<file path="src/rtl/swrs_map.svh">
/*
  Constant map for the single-wire ROM search and scratchpad block.
  Assumes inclusion by bare name from both end modules and the bench files.
*/
`ifndef SWRS_MAP_SVH
`define SWRS_MAP_SVH
// ==========================================================
// Command bytes
`define SWRS_CMD_SKIP 8'hcc
`define SWRS_CMD_SEARCH 8'hf0
`define SWRS_CMD_WRSP 8'h4e
// ==========================================================
// Geometry
`define SWRS_ROM_BITS 64
`define SWRS_PAGE_MAX 8'h07
`define SWRS_PAGE_BYTES 4'h8
// ==========================================================
// Timing: reset low time in ns at a 4 ns clock
`define SWRS_RESET_NS 480000
`define SWRS_CLK_NS 4
`define SWRS_RESET_CYC ((`SWRS_RESET_NS + `SWRS_CLK_NS - 1) / `SWRS_CLK_NS)
`endif

</file>
<file path="src/rtl/swrs_pkg.sv">
/*
  Types shared by both ends of the single-wire ROM search link.
  Assumes swrs_map.svh holds every number except the slot kind codes defined here.
*/
package swrs_pkg;
	// Slot kinds that the master may run on the line
	typedef enum logic [3:0] {
		SWRS_SLOT_RESET = 4'h1,
		SWRS_SLOT_WR0 = 4'h2,
		SWRS_SLOT_WR1 = 4'h4,
		SWRS_SLOT_RD = 4'h8
	} swrs_slot_type;
endpackage

</file>
<file path="src/rtl/swrs_link_if.sv">
/*
  Single-wire link carrier: slot-level abstraction of the open-drain line.
  Assumes the bench resolves the wired-AND level from the pull enables.
*/
`timescale 1ns/1ps
`default_nettype none
interface swrs_link_if;
	logic slot_vld; // Master starts a slot, one-cycle pulse
	logic [3:0] slot_kind; // Slot kind, swrs_pkg::swrs_slot_type code
	logic mst_pull_oe; // Master pulls line low
	logic dev_pull_oe; // Device pulls line low
	logic line_in; // Resolved line level seen by both
	modport master (output slot_vld, output slot_kind, output mst_pull_oe, input line_in);
	modport device (input slot_vld, input slot_kind, output dev_pull_oe, input line_in);
endinterface
`default_nettype wire

</file>
<file path="src/rtl/swrs_device.sv">
/*
  Device end: reset/presence, Skip ROM, Search ROM arbitration and
  the start of Write Scratchpad, driven by slot events on the link.
  Assumes the master produces slot events and the bench resolves the line.
*/
// Contract
// [RL1] Skip command goes straight to memory commands
// [RL2] Send zero by pulling, one by releasing
// [RL3] Search command starts arbitration over ROM code
// [RL4] Per bit: read, complement read, direction write
// [RL5] First read slot drives ROM bit
// [RL6] Second read slot drives inverted ROM bit
// [RL7] Mismatching direction deselects until next reset
// [RL8] Matching direction keeps device, next bit
// [RL9] Master decodes the two read bits
// [RL10] ROM presented least significant bit first
// [RL11] Each pass starts with reset and presence
// [RL12] Master repeats passes to find all
// [RL13] Page byte 00h-07h follows scratchpad command
// [RL14] Writes start at byte zero, sequential, eight
// [RL15] Reset abandons scratchpad write
// [RL16] Scratchpad write command byte is 4Eh
// [RL17] Unselected device ignores traffic until reset
// [RL18] Line low over 480 us resets device
// [RL19] ROM is family, serial, CRC in order
// [RL20] Surviving full search accepts memory command
// [RL21] Bytes beyond eighth ignored, no wrap
`timescale 1ns/1ps
`default_nettype none
`include "swrs_map.svh"
module swrs_device #(
	parameter logic [7:0] FAMILY = 8'h5a, // Arbitrary value
	parameter logic [47:0] SERIAL = 48'h0123456789ab, // Arbitrary value
	parameter logic [7:0] CRC = 8'h3c, // Arbitrary value
	parameter int RESET_CYC = `SWRS_RESET_CYC
) (
	input wire logic CLK,
	input wire logic RST_N,
	input wire logic CE,
	swrs_link_if.device LINK,
	output logic WR_VLD,
	output logic [2:0] WR_PAGE,
	output logic [2:0] WR_ADDR,
	output logic [7:0] WR_DATA,
	output logic SEL
);
	// ==========================================================
	// Checks and constants
	// Fewer cycles could not tell a long low from a slot's own pull
	if (RESET_CYC < 2) begin : g_reset_cyc_check
		$error("RESET_CYC too small");
	end
	localparam logic [63:0] ROM = {CRC, SERIAL, FAMILY}; // RL19
	typedef enum logic [6:0] {
		ST_IDLE = 7'h01, // Waiting for reset
		ST_ROMCMD = 7'h02, // Collecting ROM command
		ST_SEARCH = 7'h04, // Arbitration
		ST_MEMCMD = 7'h08, // Collecting memory command
		ST_PAGE = 7'h10, // Collecting page byte
		ST_DATA = 7'h20, // Scratchpad data bytes
		ST_DEAD = 7'h40 // Deselected, waits for reset
	} swrs_dst_type;
	// ==========================================================
	// State
	swrs_dst_type st_q, st_d;
	logic [7:0] sh_q, sh_d; // Byte shifter, LSB first
	logic [2:0] bc_q, bc_d; // Bit counter in byte
	logic [5:0] pos_q, pos_d; // Search bit position
	logic [1:0] ph_q, ph_d; // Search slot phase
	logic [2:0] pg_q, pg_d; // Selected page
	logic [3:0] ad_q, ad_d; // Byte address, saturates at 8
	logic pull_q, pull_d; // Line pull for presence or current read slot
	logic [31:0] low_q, low_d; // Low-time counter
	logic wv_q, wv_d;
	logic [7:0] wd_q, wd_d;
	logic [2:0] wa_q, wa_d; // Address of the byte just written
	logic sel_q, sel_d; // Still addressed by the master
	logic is_wr, bitv, rd, rst_slot, long_low;
	logic [7:0] byte_nx;
	always_comb begin
		rd = LINK.slot_vld && LINK.slot_kind == swrs_pkg::SWRS_SLOT_RD;
		is_wr = LINK.slot_vld && (LINK.slot_kind == swrs_pkg::SWRS_SLOT_WR0 ||
			LINK.slot_kind == swrs_pkg::SWRS_SLOT_WR1);
		bitv = LINK.slot_kind == swrs_pkg::SWRS_SLOT_WR1;
		rst_slot = LINK.slot_vld && LINK.slot_kind == swrs_pkg::SWRS_SLOT_RESET;
		long_low = low_q >= 32'(RESET_CYC); // RL18
		byte_nx = {bitv, sh_q[7:1]};
	end
	// ==========================================================
	// Next-state logic
	always_comb begin
		st_d = st_q;
		sh_d = sh_q;
		bc_d = bc_q;
		pos_d = pos_q;
		ph_d = ph_q;
		pg_d = pg_q;
		ad_d = ad_q;
		pull_d = 1'b0;
		wv_d = 1'b0;
		wd_d = wd_q;
		wa_d = wa_q;
		low_d = LINK.line_in ? 32'h0 : (long_low ? low_q : low_q + 32'h1);
		if (rst_slot || long_low) begin
			// Reset and presence restart every command; abandons writes
			st_d = ST_ROMCMD; // RL11 RL15 RL18
			bc_d = 3'h0;
			ph_d = 2'h0;
			pos_d = 6'h0;
			ad_d = 4'h0;
			// Presence answers a reset slot only; a held-low line has no slot to answer
			pull_d = rst_slot; // RL11
		end else begin
			case (st_q)
				ST_ROMCMD, ST_MEMCMD, ST_PAGE, ST_DATA: begin
					if (is_wr) begin
						sh_d = byte_nx;
						bc_d = bc_q + 3'h1;
						if (bc_q == 3'h7) begin
							case (st_q)
								ST_ROMCMD: begin
									if (byte_nx == `SWRS_CMD_SKIP) begin
										st_d = ST_MEMCMD; // RL1
									end else if (byte_nx == `SWRS_CMD_SEARCH) begin
										st_d = ST_SEARCH; // RL3
									end else begin
										st_d = ST_DEAD;
									end
								end
								ST_MEMCMD: begin
									// Only the scratchpad write is handled here
									st_d = (byte_nx == `SWRS_CMD_WRSP) ? ST_PAGE : ST_DEAD; // RL16
								end
								ST_PAGE: begin
									// Out-of-range page is refused
									st_d = (byte_nx <= `SWRS_PAGE_MAX) ? ST_DATA : ST_DEAD; // RL13
									pg_d = byte_nx[2:0];
									ad_d = 4'h0; // RL14
								end
								default: begin
									if (ad_q < `SWRS_PAGE_BYTES) begin // RL21
										wv_d = 1'b1; // RL14
										wd_d = byte_nx;
										wa_d = ad_q[2:0];
										ad_d = ad_q + 4'h1;
									end
								end
							endcase
						end
					end
				end
				ST_SEARCH: begin
					if (rd && ph_q == 2'h0) begin
						pull_d = ~ROM[pos_q]; // RL5 RL10 RL2
						ph_d = 2'h1; // RL4
					end else if (rd && ph_q == 2'h1) begin
						pull_d = ROM[pos_q]; // RL6 RL2
						ph_d = 2'h2;
					end else if (is_wr && ph_q == 2'h2) begin
						ph_d = 2'h0;
						if (bitv != ROM[pos_q]) begin
							st_d = ST_DEAD; // RL7
						end else if (pos_q == 6'(`SWRS_ROM_BITS - 1)) begin
							st_d = ST_MEMCMD; // RL20
							bc_d = 3'h0;
						end else begin
							pos_d = pos_q + 6'h1; // RL8
						end
					end
				end
				ST_DEAD: begin
					st_d = ST_DEAD; // RL17
				end
				default: begin
					st_d = ST_IDLE;
				end
			endcase
		end
		// Registered so that SEL changes on the same edge as the state
		sel_d = (st_d != ST_DEAD) && (st_d != ST_IDLE);
	end
	// ==========================================================
	// Registers, frozen while CE is low
	always_ff @(posedge CLK or negedge RST_N) begin
		if (!RST_N) begin
			st_q <= ST_IDLE;
			sh_q <= 8'h00;
			bc_q <= 3'h0;
			pos_q <= 6'h00;
			ph_q <= 2'h0;
			pg_q <= 3'h0;
			ad_q <= 4'h0;
			pull_q <= 1'b0;
			low_q <= 32'h0;
			wv_q <= 1'b0;
			wd_q <= 8'h00;
			wa_q <= 3'h0;
			sel_q <= 1'b0;
		end else if (CE) begin
			st_q <= st_d;
			sh_q <= sh_d;
			bc_q <= bc_d;
			pos_q <= pos_d;
			ph_q <= ph_d;
			pg_q <= pg_d;
			ad_q <= ad_d;
			pull_q <= pull_d;
			low_q <= low_d;
			wv_q <= wv_d;
			wd_q <= wd_d;
			wa_q <= wa_d;
			sel_q <= sel_d;
		end
	end
	// ==========================================================
	// Outputs from flip-flops
	assign LINK.dev_pull_oe = pull_q; // RL2
	assign WR_VLD = wv_q;
	assign WR_DATA = wd_q;
	assign WR_PAGE = pg_q;
	assign WR_ADDR = wa_q;
	assign SEL = sel_q;
endmodule
`default_nettype wire

</file>
<file path="src/flat_wrapper.sv">
// flat-port wrapper written by rule: the top's interface ports become plain ports
module swrs_device_flat 
#(
	parameter logic [7:0] FAMILY = 8'h5a,                   
	parameter logic [47:0] SERIAL = 48'h0123456789ab,                   
	parameter logic [7:0] CRC = 8'h3c,                   
	parameter int RESET_CYC = `SWRS_RESET_CYC
)
  (CLK, RST_N, CE, WR_VLD, WR_PAGE, WR_ADDR, WR_DATA, SEL, LINK_slot_vld, LINK_slot_kind, LINK_dev_pull_oe, LINK_line_in);
  swrs_link_if LINK_i ();
  input wire logic CLK;
  input wire logic RST_N;
  input wire logic CE;
  output logic WR_VLD;
  output logic [2:0] WR_PAGE;
  output logic [2:0] WR_ADDR;
  output logic [7:0] WR_DATA;
  output logic SEL;
  input wire logic [$bits(LINK_i.slot_vld)-1:0] LINK_slot_vld;
  input wire logic [$bits(LINK_i.slot_kind)-1:0] LINK_slot_kind;
  output wire logic [$bits(LINK_i.dev_pull_oe)-1:0] LINK_dev_pull_oe;
  input wire logic [$bits(LINK_i.line_in)-1:0] LINK_line_in;
  assign LINK_i.slot_vld = LINK_slot_vld;
  assign LINK_i.slot_kind = LINK_slot_kind;
  assign LINK_dev_pull_oe = LINK_i.dev_pull_oe;
  assign LINK_i.line_in = LINK_line_in;
  swrs_device #(.FAMILY(FAMILY), .SERIAL(SERIAL), .CRC(CRC), .RESET_CYC(RESET_CYC)) u_core (.CLK(CLK), .RST_N(RST_N), .CE(CE), .LINK(LINK_i), .WR_VLD(WR_VLD), .WR_PAGE(WR_PAGE), .WR_ADDR(WR_ADDR), .WR_DATA(WR_DATA), .SEL(SEL));
endmodule
</file>
<file path="config.mk">
export PLATFORM = sky130hd
export DESIGN_NAME = swrs_device_flat
export DESIGN_NICKNAME = d
export VERILOG_FILES = /design/src/rtl/swrs_pkg.sv /design/src/rtl/swrs_link_if.sv /design/src/rtl/swrs_device.sv /design/src/flat_wrapper.sv
export VERILOG_INCLUDE_DIRS = /design/src /design/src/rtl
export SDC_FILE = /design/constraint.sdc
export NUM_CORES = 1
export LEC_CHECK = 0
export ABC_AREA = 1
export BUFFER_PORTS_ARGS = -buffer_cell sky130_fd_sc_hd__buf_2
export CAP_MARGIN = 20
export CORE_ASPECT_RATIO = 1.5
export CORE_MARGIN = 2
export CORE_UTILIZATION = 55
export DETAILED_ROUTE_END_ITERATION = 10
export MAX_ROUTING_LAYER = met4
export PLACE_DENSITY = 0.8
export SYNTH_ARGS = -nofsm -noshare
export SYNTH_HDL_FRONTEND = slang
export SYNTH_SLANG_ARGS = --single-unit
</file>
<file path="constraint.sdc">
create_clock -name CLK -period 1.7 [get_ports CLK]
set_input_delay 0.17 -clock CLK [delete_from_list [all_inputs] [get_ports CLK]]
set_output_delay 0.17 -clock CLK [all_outputs]
set_load 0.005 [all_outputs]
</file>
; ---- After elaboration in Yosys (flattened, before gate mapping)
; Memories as Yosys holds them, arrays and structs flattened.
; Cells that the tools add are included.
[classes]
addsub = 4
mul = 0
n_div = 0
n_lt_le_gt_ge = 4
eq_ne = 32
shift = 0
mux = 53
bitwise_logic = 3
reduce_logical = 29
[ops]
columns = cell, count
row1 = two-way mux 7 bit, 12
row2 = two-way mux 32 bit, 2
row3 = two-way mux 6 bit, 7
row4 = case mux 7 bit (3 select lines), 2
row5 = adder 32 x 1 -> 32 bit (second input constant), 1
row6 = >= comparator 32 x 17 -> 1 bit (second input constant), 1
row7 = two-way mux 3 bit, 7
row8 = two-way mux 4 bit, 5
row9 = equality test 8 bit (second input constant), 2
row10 = AND reduction 7 bit, 2
row11 = AND reduction 6 bit, 2
row12 = two-way mux 1 bit, 11
row13 = two-way mux 2 bit, 5
row14 = inequality test 2 x 1 -> 1 bit (second input constant), 5
row15 = nonzero test 2 bit, 5
row16 = inequality test 3 x 1 -> 1 bit (second input constant), 3
row17 = inequality test 3 x 2 -> 1 bit (second input constant), 3
row18 = equality test 8 x 7 -> 1 bit (second input constant), 1
row19 = <= comparator 8 x 3 -> 1 bit (second input constant), 1
row20 = case mux 4 bit (2 select lines), 1
row21 = AND reduction 8 bit, 1
row22 = equality test 7 x 2 -> 1 bit (second input constant), 1
row23 = equality test 7 x 3 -> 1 bit (second input constant), 1
row24 = equality test 7 x 4 -> 1 bit (second input constant), 1
row25 = 33 further kinds, 43
[word_totals]
ff_bits = 79
latchBits = 0
ramBits = 0
rom_bits = 64
inputBits = 9
out_inout_bits = 17
word_cells = 139
mem_count = 1
[memory_table]
columns = memory, depth, width, read_ports, rd_clocked_by_memory_dff, write_ports, line_no
row1 = (name not given), 64, 1, 1, 0, 0, swrs_device.sv:154  ; pull_d = ~ROM[pos_q];

; ---- Longest topological paths before layout
; Gate-level depths: netlist of the first run.
[logic_depth]
ltp_word = 11
ltp_mapped = 17
depth_no_buf = 17

; ---- Least setup slack after synthesis of the first run
; Ideal clock, no wire load.
[synth_timing]
path_type = register to register
startpoint = register u_core.pos_q[0]
endpoint = register u_core.pos_q[0]
setup_ps = 126
arrival_ps = 1752
t_required_ps = 1574
setup_slack_ps = -177
stages_incl_launch_ff = 14
n_path_buf = 1
period_less_slack_ps = 1877
path_cell_list = dfrtp_1 inv_1 ha_1 nand2_1 nand2_1 nand2_1 nand3_1 nand3_1 nand3_1 nand4_1 nand2_1 buf_4 nand3_1 o21ai_1
[synth_between]
elab_chain_cells = 8
elab_cells_between_ends = 15
classes_between = 1 x add/sub / 4 x eq/ne / 8 x mux / 1 x reduce/logical / 1 x memory
[synth_rtl]
columns = element, line_no
row1 = "start, declared", swrs_device.sv:68  ; logic [5:0] pos_q, pos_d;
row2 = "start signal, assigned", swrs_device.sv:203  ; pos_q <= pos_d;
row3 = adder 6 x 1 -> 6 bit, swrs_device.sv:167  ; pos_d = pos_q + 6'h1;
row4 = two-way mux 6 bit, swrs_device.sv:163  ; end else if (pos_q == 6'(`SWRS_ROM_BITS - 1)) begin
row5 = two-way mux 6 bit, swrs_device.sv:161  ; if (bitv != ROM[pos_q]) begin
row6 = two-way mux 6 bit, swrs_device.sv:159  ; end else if (is_wr && ph_q == 2'h2) begin
row7 = two-way mux 6 bit, swrs_device.sv:156  ; end else if (rd && ph_q == 2'h1) begin
row8 = two-way mux 6 bit, swrs_device.sv:153  ; if (rd && ph_q == 2'h0) begin
row9 = two-way mux 6 bit, swrs_device.sv:114  ; case (st_q)
row10 = two-way mux 6 bit, swrs_device.sv:104  ; if (rst_slot || long_low) begin
; Several ways; a longest one is shown, not always the timed one. The select of a mux whose other input is x is not followed.
; A chain may end at the register's enable or synchronous reset.

; ---- Worst setup path in the final report of the first run
[layout_timing]
startpoint = register u_core.st_q[3]
endpoint = register u_core.bc_q[2]
[layout_between]
elab_chain_cells = 4
elab_cells_between_ends = 16
classes_between = 11 x eq/ne / 2 x mux / 3 x reduce/logical
[layout_rtl]
columns = element, line_no
row1 = "start, declared", swrs_device.sv:65  ; swrs_dst_type st_q, st_d;
row2 = "start signal, assigned", swrs_device.sv:200  ; st_q <= st_d;
row3 = equality test 7 x 2 -> 1 bit (tied with other cells), swrs_device.sv:114
row4 = OR reduction 4 bit, swrs_device.sv:114
row5 = inequality test 3 x 1 -> 1 bit (no line) (tied with other cells), --
row6 = AND reduction 8 bit (no line) / two-way mux 3 bit (equally long branches), --
row7 = "end signal, assigned", swrs_device.sv:188  ; bc_q <= 3'h0;
row8 = "end signal, assigned", swrs_device.sv:202  ; bc_q <= bc_d;
row9 = "end, declared", swrs_device.sv:67  ; logic [2:0] bc_q, bc_d;
; Several ways; a longest one is shown, not always the timed one.

==> reports/qor.yml, run 1 <==
detailed_routing:
  num_vias: 5064
  wl_per_cell_um: 20.2
  drcViolationCount: 0
  dr.first_iter.drc_count: 487
  drtPass1Iterations: 5
  ant_nets: 0
  routed_via_density: 6.14
  wl_um: 16700
yosys:
  yosysWarnings: 0
  synth_edf_count: 0
  ys_ff_latch: 78
  synthArstFlopShare_pct: 100
  syn_area_mm2: 0.00458
  ys.flop_type: "dfrtp_1"
  seq_area_frac_synth_pct: 42.7
  ys_types: 41
  synth_top_area_cell: "dfrtp_1"
  syn_area_per_cell_um2: 7.81
  yosys-top-cells-area: "dfrtp_1 42%, nand2_1 12%, nand3_1 5.9%, inv_1 5.5%, nor2_1 4.5%"
  synth_cells: 586
  synth_top_cell_area_share_pct: 42.1
  syn-num-nets: 606
die:
  core_mm2: 0.00806
  num_io_pins: 26
  die_h_um: 116
  num_rows: 40
  die-area_mm2: 0.00909
  start_util_pct: 56.8
  die_w_um: 78.5
clock_network:
  clk_root_buffer_cell: "clkbuf_16"
  worstSkewPairLatency_ps: 340
  numCtsBuffers: 9
  numClockSinks: 78
  path_clk_slew_ps: 60
  htreeDepth: 3
  cts_tree: "built"
  clock_path_buffers: 2
global_routing:
  overflow: 0
  track_usage_pct: 31.7
  grt_max_degree: 48
  grt_use_met2_pct: 56.4
  grt_pass1_wl_um: 21800
  grt_pass1_vias: 4822
  busiest_layer: "met2"
  antenna_found_initial: 0
  use_met3_pct: 3.58
  met1_usage_pct: 33.3
power:
  p_leak_nw: 3.13
  total_power_mw: 5.73
  pwr-share-comb_pct: 28.8
  power.clock.fraction_pct: 33.6
  ir_drop_mv: 0.925
  seqPwrFrac_pct: 37.6
  intPower_mw: 3.80
  p_sw_share_pct: 33.7
  power.density_mw_per_mm2: 875
  p_sw_mw: 1.93
sta:
  holdWs_ps: 266
  hold_viol: 0
  drv_slew: 0
  rsz0062_at_grt: "true"
  maxSlewHeadroom_pct: 57.3
  finClkSkew_ps: 5.25
  fin_crit_sh_pct: 122
  fmax_ghz: 0.484
  tightest_slew_ps: 640
  setup_violations: 78
  min_period_ps: 2070
  fin_ws_ps: -367
critical_path:
  ff2ff_setup_slack_ps: -370
  reg2reg_to: "u_core.bc_q[2]"
  critPathBufInv: 3
  cp.arrival_ps: 2290
  cp_num_cells: 14
  crit_type: "flip-flop to flip-flop"
  worstRegToRegCells: 14
  slowest_stage: "dfrtp_1"
  cp-endpoint: "u_core.bc_q[2]"
  critPathTopFamily: "simple AND/OR/NAND/NOR gates"
  r2r-start: "u_core.st_q[3]"
  path_max_fanout: 4
  cp_cell_sequence: "inv_2, nor2_2, nand2_2, nor2_2, nor2_4, nand2_2, inv_2, nand2_4, buf_4, nor2_2, nor2_2, nand2_1, nand2_1, nand2_1"
  crit_path_start_kind: "flip-flop"
  cpPeakStageDelay_ps: 430
  crit_start: "u_core.st_q[3]"
  required_ps: 1920
  cpMostUsedCell: "nor2_2"
  endpoint_kind: "flip-flop"
job:
  cap_violations: 0
placement:
  io_buffers: 25
  dpl-instance-area_mm2: 0.00540
  place_inst: 781
  hpwl_um: 8110
  place_ws_ps: -290
  gp_congestion: 0.966
final_layout:
  design_area_mm2: 0.00655
  drive_gt1_share_pct: 43.5
  nets: 735
  instances_no_fill: 825
  diodes: 0
  area_delta_synth_final_pct: 43.0
status:
  violations: "setup timing"
  status: "finished with violations"
min_path:
  hp-class: "input port to flip-flop"
## sequential cells by signal (all words and copies together), names as in the netlist, 2 cells and up
register and count:
u_core.WR_DATA 8, u_core.sh_q 7, u_core.low_q 32, u_core.ad_q 4, u_core.WR_PAGE 3, u_core.pos_q 6, u_core.WR_ADDR 3, u_core.ph_q 2
u_core.bc_q 3, u_core.st_q 7
## cell type report
type / count / area, um2
Timing Repair Buffer: 131 / 1100
Fill cell: 425 / 1510
Clock buffer: 11 / 233
Tap cell: 105 / 131
Sequential cell: 78 / 1960
Multi-Input combinational cell: 413 / 2740
Inverter: 82 / 328
Clock inverter: 5 / 58.8
## what timing repair did
action,CTS,global route
pin swaps,15,25
gates resized for setup,77,104
cloned,2,2
endpoints found under the hold margin,45,0
setup buffers,14,12
endpoints found under the setup margin,74,78
hold buffers,1,0
## layout by cell type (no fill, tap or decap), types with 3 or more instances in the layout
cell       count
nand4_4        3
a21oi_2        3
a21oi_1        5
buf_2         24
nand3_2       10
o21ai_1       21
inv_1         56
buf_6         16
inv_4          3
dfrtp_1       75
nand2_2       34
nor2_4        20
nand3_1       41
nor2_2        10
ha_1           7
xor2_1        11
o21ai_2       28
buf_12         4
nor3_1         9
o21ai_0        5
nand3_4        5
nand2_4       15
nand3b_1       3
nand4_1       21
clkbuf_16     11
buf_4         82
inv_2         20
nand2_1      109
nor2_1        35
## Yosys cell counts (10+ instances only)
cell / number
xor2_1: 11
inv_2: 12
nand2_1: 146
nand4_1: 21
nor3_1: 10
o21ai_0: 25
nor2_1: 55
o21ai_2: 21
ha_1: 11
inv_1: 67
dfrtp_1: 77
nand3_1: 54
## worst min path at each step
| stage | from | endpoint | slack (ps) | cells after the start |
|---|---|---|---|---|
| after floorplan | RST_N | u_core.LINK.dev_pull_oe | -130 | 0 |
| after global placement | RST_N | u_core.WR_DATA[1] | 220 | 1 |
| after detailed placement | RST_N | u_core.WR_DATA[0] | 220 | 1 |
| after CTS | LINK_line_in | u_core.low_q[13] | 210 | 4 |
| after global routing | LINK_line_in | u_core.low_q[12] | 270 | 4 |
| final | LINK_line_in | u_core.low_q[12] | 270 | 4 |
## worst min-delay path, delay by kind of cell
family          cells  cell delay [ps]
compound gates      1               50
simple gates        2              150
buf+inv             1              210
## logic make-up after synthesis
logic type                 after synthesis  synth area share, %
buffers and inverters                   96                 8.91
and+or+nand+nor                        318                 32.9
DFF                                     78                 42.7
adders and majority gates               11                 3.01
xor gates and xnor gates                11                 2.10
AOI/OAI and AO/OA                       70                 9.92
muxes                                    2                0.492
## power groups by stage
stage | clock network, mW | logic [mW] | registers, mW
floorplan | 0 | 0.852 | 2.12
global placement | 0 | 1.23 | 2.15
detailed placement | 0 | 1.29 | 2.16
CTS | 1.90 | 1.43 | 2.13
global route | 2.00 | 1.79 | 2.17
finish | 1.92 | 1.65 | 2.16
## metal layers
layer	part of all wire, %	wire, um
met1	35	5780
met2	50	8280
met3	8.0	1330
met4	7.8	1290
met5	0	0
## stage by stage
step	setup TNS, ps	utilization, %
floorplan	0	-
global placement	-3470	67.1
detailed placement	-6460	67.1
CTS	-5650	75.2
global route	-21850	81.3
finish	-15030	81.3
No activity file was read; power rests on OpenSTA's default activity.
==> run 2, diff against run 1 <==
--- a/config.mk
+++ b/config.mk
@@ -6,7 +6,7 @@
 export SDC_FILE = /design/constraint.sdc
 export NUM_CORES = 1
 export LEC_CHECK = 0
-export ABC_AREA = 1
+export ABC_AREA = 0
 export BUFFER_PORTS_ARGS = -buffer_cell sky130_fd_sc_hd__buf_2
 export CAP_MARGIN = 20
 export CORE_ASPECT_RATIO = 1.5
==> run 2 against run 1 <==
- synthesized area down 6.6%
- synthesized cell count decreased by 26%
- the run now fails in 5_1_grt
==> reports/qor.yml, run 2 <==
status:
  error: "[ERROR GRT-0232] Routing congestion too high. Check the congestion heatmap in the GUI."
  status: "aborted with a tool error"
  lastStage: "5_1_grt"
yosys:
  yosys-top-cells-area: "dfrtp_1 45%, mux2_2 5.0%, nor2_1 4.3%, ha_1 3.2%, o21ai_0 3.2%"
  synth_fa_ha_area_share_pct: 3.22
  synth_top_area_cell: "dfrtp_1"
  synth_top_family_by_area: "simple AND/OR/NAND/NOR gates"
  syn_area_per_cell_um2: 9.85
  syn-num-nets: 454
  ys_types: 69
  synth_top_cell_area_share_pct: 45.1
  yosys.area_share.xor_xnor_pct: 2.25
  seq_area_frac_synth_pct: 45.7
  synthTopCellsByCount: "77 x dfrtp_1, 49 x nor2_1, 27 x o21ai_0, 26 x nand2_1, 19 x mux2_2"
  synth_cells: 434
  yosysWarnings: 0
  synth_most_common_cell: "dfrtp_1"
  ys.flop_type: "dfrtp_1"
  synthSimpleGateAreaFrac_pct: 23.8
  ys_ff_latch: 78
  synthArstFlopShare_pct: 100
  synth_compound_area_share_pct: 15.3
  syn_area_mm2: 0.00427
  synthMuxAreaShare_pct: 7.00
  synth_edf_count: 0
clock_network:
  clock_path_buffers: 2
  htreeDepth: 3
  clk_root_buffer_cell: "clkbuf_16"
  numClockSinks: 78
  numCtsBuffers: 9
die:
  die_h_um: 112
  num_io_pins: 26
  start_util_pct: 56.5
  num_rows: 39
  die_w_um: 76.0
placement:
  hpwl_um: 8630
  place_ws_ps: -819
  gp_congestion: 0.911
  io_buffers: 25
sta:
  crit_endpoint: "u_core.pos_q[5]$_DFFE_PN0P_/D"
  worstEndpointType: "sequential cell input"
global_routing:
  track_usage_pct: 56.3
  overflow: 4
  grt_max_degree: 32
-- run 2: changes by cell type after synthesis, moves of 9 or more --
cell	before	now
nand2_2	9	0
nand2b_1	0	9
nand3_1	54	11
mux2_2	2	19
nand2_1	146	26
inv_1	67	15
or3_1	0	9
inv_2	12	0
nand4_1	21	11
and2_1	0	13
o21ai_2	21	0
-- run 2: timing repair --
| item | CTS |
|---|---|
| endpoints found under the hold margin | 28 |
| setup endpoints to repair | 69 |
| pin swaps | 49 |
| resized for setup | 101 |
| hold buffers | 1 |
| cloned | 1 |
| setup buffers | 23 |
-- run 2: metrics by stage --
step / utilization [%] / cell area [um2] / instances
floorplan: - / 4440 / 434
global placement: 73.1 / 5530 / 661
detailed placement: 73.1 / 5530 / 661
CTS: 85.8 / 6490 / 700
-- run 2: cell families after synthesis --
kind of cell | count (synthesis)
muxes | 25
DFF | 78
adders and majority gates | 11
and+or+nand+nor | 184
xor gates and xnor gates | 11
AOI/OAI and AO/OA | 96
buffers and inverters | 29
-- run 2: routing by layer --
layer | global-route usage (%) | GRT overflow
met1 | 55.9 | 0
met2 | 79.3 | 2
met3 | 31.0 | 0
met4 | 48.1 | 2
met5 | - | -
==> run 3, diff against run 2 <==
--- a/config.mk
+++ b/config.mk
@@ -9,12 +9,10 @@
 export ABC_AREA = 0
 export BUFFER_PORTS_ARGS = -buffer_cell sky130_fd_sc_hd__buf_2
 export CAP_MARGIN = 20
-export CORE_ASPECT_RATIO = 1.5
 export CORE_MARGIN = 2
-export CORE_UTILIZATION = 55
+export CORE_UTILIZATION = 40
 export DETAILED_ROUTE_END_ITERATION = 10
-export MAX_ROUTING_LAYER = met4
-export PLACE_DENSITY = 0.8
+export PLACE_DENSITY_LB_ADDON = 0.15
 export SYNTH_ARGS = -nofsm -noshare
 export SYNTH_HDL_FRONTEND = slang
 export SYNTH_SLANG_ARGS = --single-unit
==> constraint.sdc (replaced) <==
create_clock -name CLK -period 2.2 [get_ports CLK]
set_input_delay 0.22 -clock CLK [delete_from_list [all_inputs] [get_ports CLK]]
set_output_delay 0.22 -clock CLK [all_outputs]
set_load 0.005 [all_outputs]
==> run 3 against run 2 <==
- synthesized area unchanged
- synthesized cell count is the same
- the flow now finishes, with violations (setup timing)
==> reports/qor.yml, run 3 <==
final_layout:
  design_area_mm2: 0.00600
  fill_cells: 918
  final_common_cell: "buf_4"
  nets: 570
  final_cell_mix: "76 x buf_4, 72 x dfrtp_1, 46 x nor2_1, 25 x nand2_1, 24 x buf_2"
  diodes: 0
  top_register: "u_core.low_q"
  instances_no_fill: 691
  largest_reg_flops: 32
  drive_gt1_share_pct: 43.4
  area_delta_synth_final_pct: 40.3
critical_path:
  slowest_stage: "dfrtp_2"
  crit_path_start_kind: "flip-flop"
  crit_type: "flip-flop to flip-flop"
  path_max_fanout: 7
  cp_cell_sequence: "buf_6, buf_6, nor2b_4, o311a_4, nor3b_4, nor3_4, buf_4, o211a_4, buf_6, a32o_1"
  cpMostUsedCell: "buf_6"
  cp.arrival_ps: 2720
  endpoint_kind: "flip-flop"
  required_ps: 2460
  cpPeakStageDelay_ps: 470
die:
  die-area_mm2: 0.0115
  die_w_um: 107
  num_rows: 37
  start_util_pct: 41.2
  die_h_um: 107
  core_mm2: 0.0104
  num_io_pins: 26
yosys:
  synth_cells: 434
  ys_types: 69
  synth_top_area_cell: "dfrtp_1"
  ys.flop_type: "dfrtp_1"
  ys_ff_latch: 78
  yosys-top-cells-area: "dfrtp_1 45%, mux2_2 5.0%, nor2_1 4.3%, ha_1 3.2%, o21ai_0 3.2%"
  yosysWarnings: 0
  seq_area_frac_synth_pct: 45.7
  syn-num-nets: 454
  synth_edf_count: 0
  synthArstFlopShare_pct: 100
  synth_most_common_cell: "dfrtp_1"
  synth_top_cell_area_share_pct: 45.1
  syn_area_mm2: 0.00427
  syn_area_per_cell_um2: 9.85
  synthTopCellsByCount: "77 x dfrtp_1, 49 x nor2_1, 27 x o21ai_0, 26 x nand2_1, 19 x mux2_2"
sta:
  tightest_slew_ps: 755
  drv_slew: 0
  setup_violations: 37
  rsz0062_at_grt: "true"
  fmax_ghz: 0.407
  min_period_ps: 2460
  hold_viol: 0
  fin_ws_ps: -258
  finClkSkew_ps: 12.8
  maxSlewHeadroom_pct: 49.6
  fin_crit_sh_pct: 112
global_routing:
  overflow: 0
  antenna_found_initial: 0
  grt_pass1_vias: 3688
  grt_max_degree: 44
  track_usage_pct: 19.8
  grt_pass1_wl_um: 18100
detailed_routing:
  wl_per_cell_um: 15.6
  routed_via_density: 5.35
  wl_um: 10800
  drcViolationCount: 0
  dr.first_iter.drc_count: 140
  drtPass1Iterations: 4
  num_vias: 3698
  ant_nets: 0
status:
  status: "finished with violations"
  violations: "setup timing"
min_path:
  hp-class: "input port to flip-flop"
placement:
  gp_congestion: 0.879
  place_inst: 651
  hpwl_um: 7490
  io_buffers: 25
  dpl-instance-area_mm2: 0.00512
power:
  p_leak_nw: 2.69
  power.density_mw_per_mm2: 507
  ir_drop_mv: 0.386
clock_network:
  worstSkewPairLatency_ps: 360
  cts_tree: "built"
  numCtsBuffers: 9
  path_clk_slew_ps: 90
  clk_root_buffer_cell: "clkbuf_8"
  htreeDepth: 3
  clock_path_buffers: 2
  numClockSinks: 78
job:
  cap_violations: 0
## run 3: metrics by stage
stage / power, mW / setup TNS, ps / hold slack, ps / util [%] / worst slack (ps)
floorplan: 1.66 / -3110 / -75.6 / - / -273
global placement: 1.80 / -7940 / 255 / 49.4 / -258
detailed placement: 1.80 / -10470 / 258 / 49.4 / -312
CTS: 3.05 / -5030 / 265 / 55.4 / -235
global route: 3.17 / -9180 / 282 / 57.8 / -354
finish: 3.04 / -5520 / 277 / 57.8 / -258
## run 3: power breakdown
| part | switching [mW] | internal, mW |
|---|---|---|
| registers | 0.0246 | 1.47 |
| logic | 0.176 | 0.150 |
| clock network | 0.550 | 0.673 |
## run 3: worst max-delay path: cells and delay by family, from the launching register on
family,cells,cell delay (ps)
DFF,1,470
AOI/OAI and AO/OA,3,900
and+or+nand+nor,3,460
buffers and inverters,4,530
## run 3: per-layer routing
metal | vias to the layer above | wire, um | GRT usage [%]
met5 | - | 0 | 0
met4 | 0 | 178 | 8.06
met3 | 14 | 205 | 2.97
met2 | 32 | 5180 | 31.1
met1 | 1829 | 5240 | 27.6
li1 | 1823 | - | -
## run 3: worst paths after layout
path / endpoint / slack (ps) / cells past startpoint / start
worst max-delay path: u_core.pos_q[1] / -260 / 10 / u_core.pos_q[1]
worst min-delay path: u_core.low_q[1] / 280 / 3 / LINK_line_in
worst max register to register: u_core.pos_q[1] / -260 / 10 / u_core.pos_q[1]
worst min register to register: u_core.WR_VLD / 490 / 1 / u_core.WR_VLD
max in group asynchronous: u_core.st_q[0] / 1150 / 3 / RST_N
min in group asynchronous: u_core.sh_q[6] / 390 / 2 / RST_N
## run 3: area by class of cell
cell class / instances / area, um2 / share of cell area (%)
clock buffer: 11 / 141 / 2.36
sequential: 78 / 1960 / 32.7
timing repair buffer: 119 / 921 / 15.4
multi-input combinational: 327 / 2660 / 44.4
tap: 136 / 170 / 2.84
clock inverter: 5 / 81.3 / 1.36
inverter: 15 / 61.3 / 1.02
## run 3: kinds of logic after synthesis
kind of cell | synth area share (%)
simple gates | 23.8
compound gates | 15.3
flops | 45.7
buf+inv | 2.75
mux | 7.00
xor+xnor | 2.25
fa+ha+maj | 3.22
## run 3: timing repair
action	CTS	global route
resized for setup	64	40
pin swaps	31	22
hold buffers	1	0
hold endpoints to repair	42	0
setup buffers	14	11
setup endpoints to repair	67	61
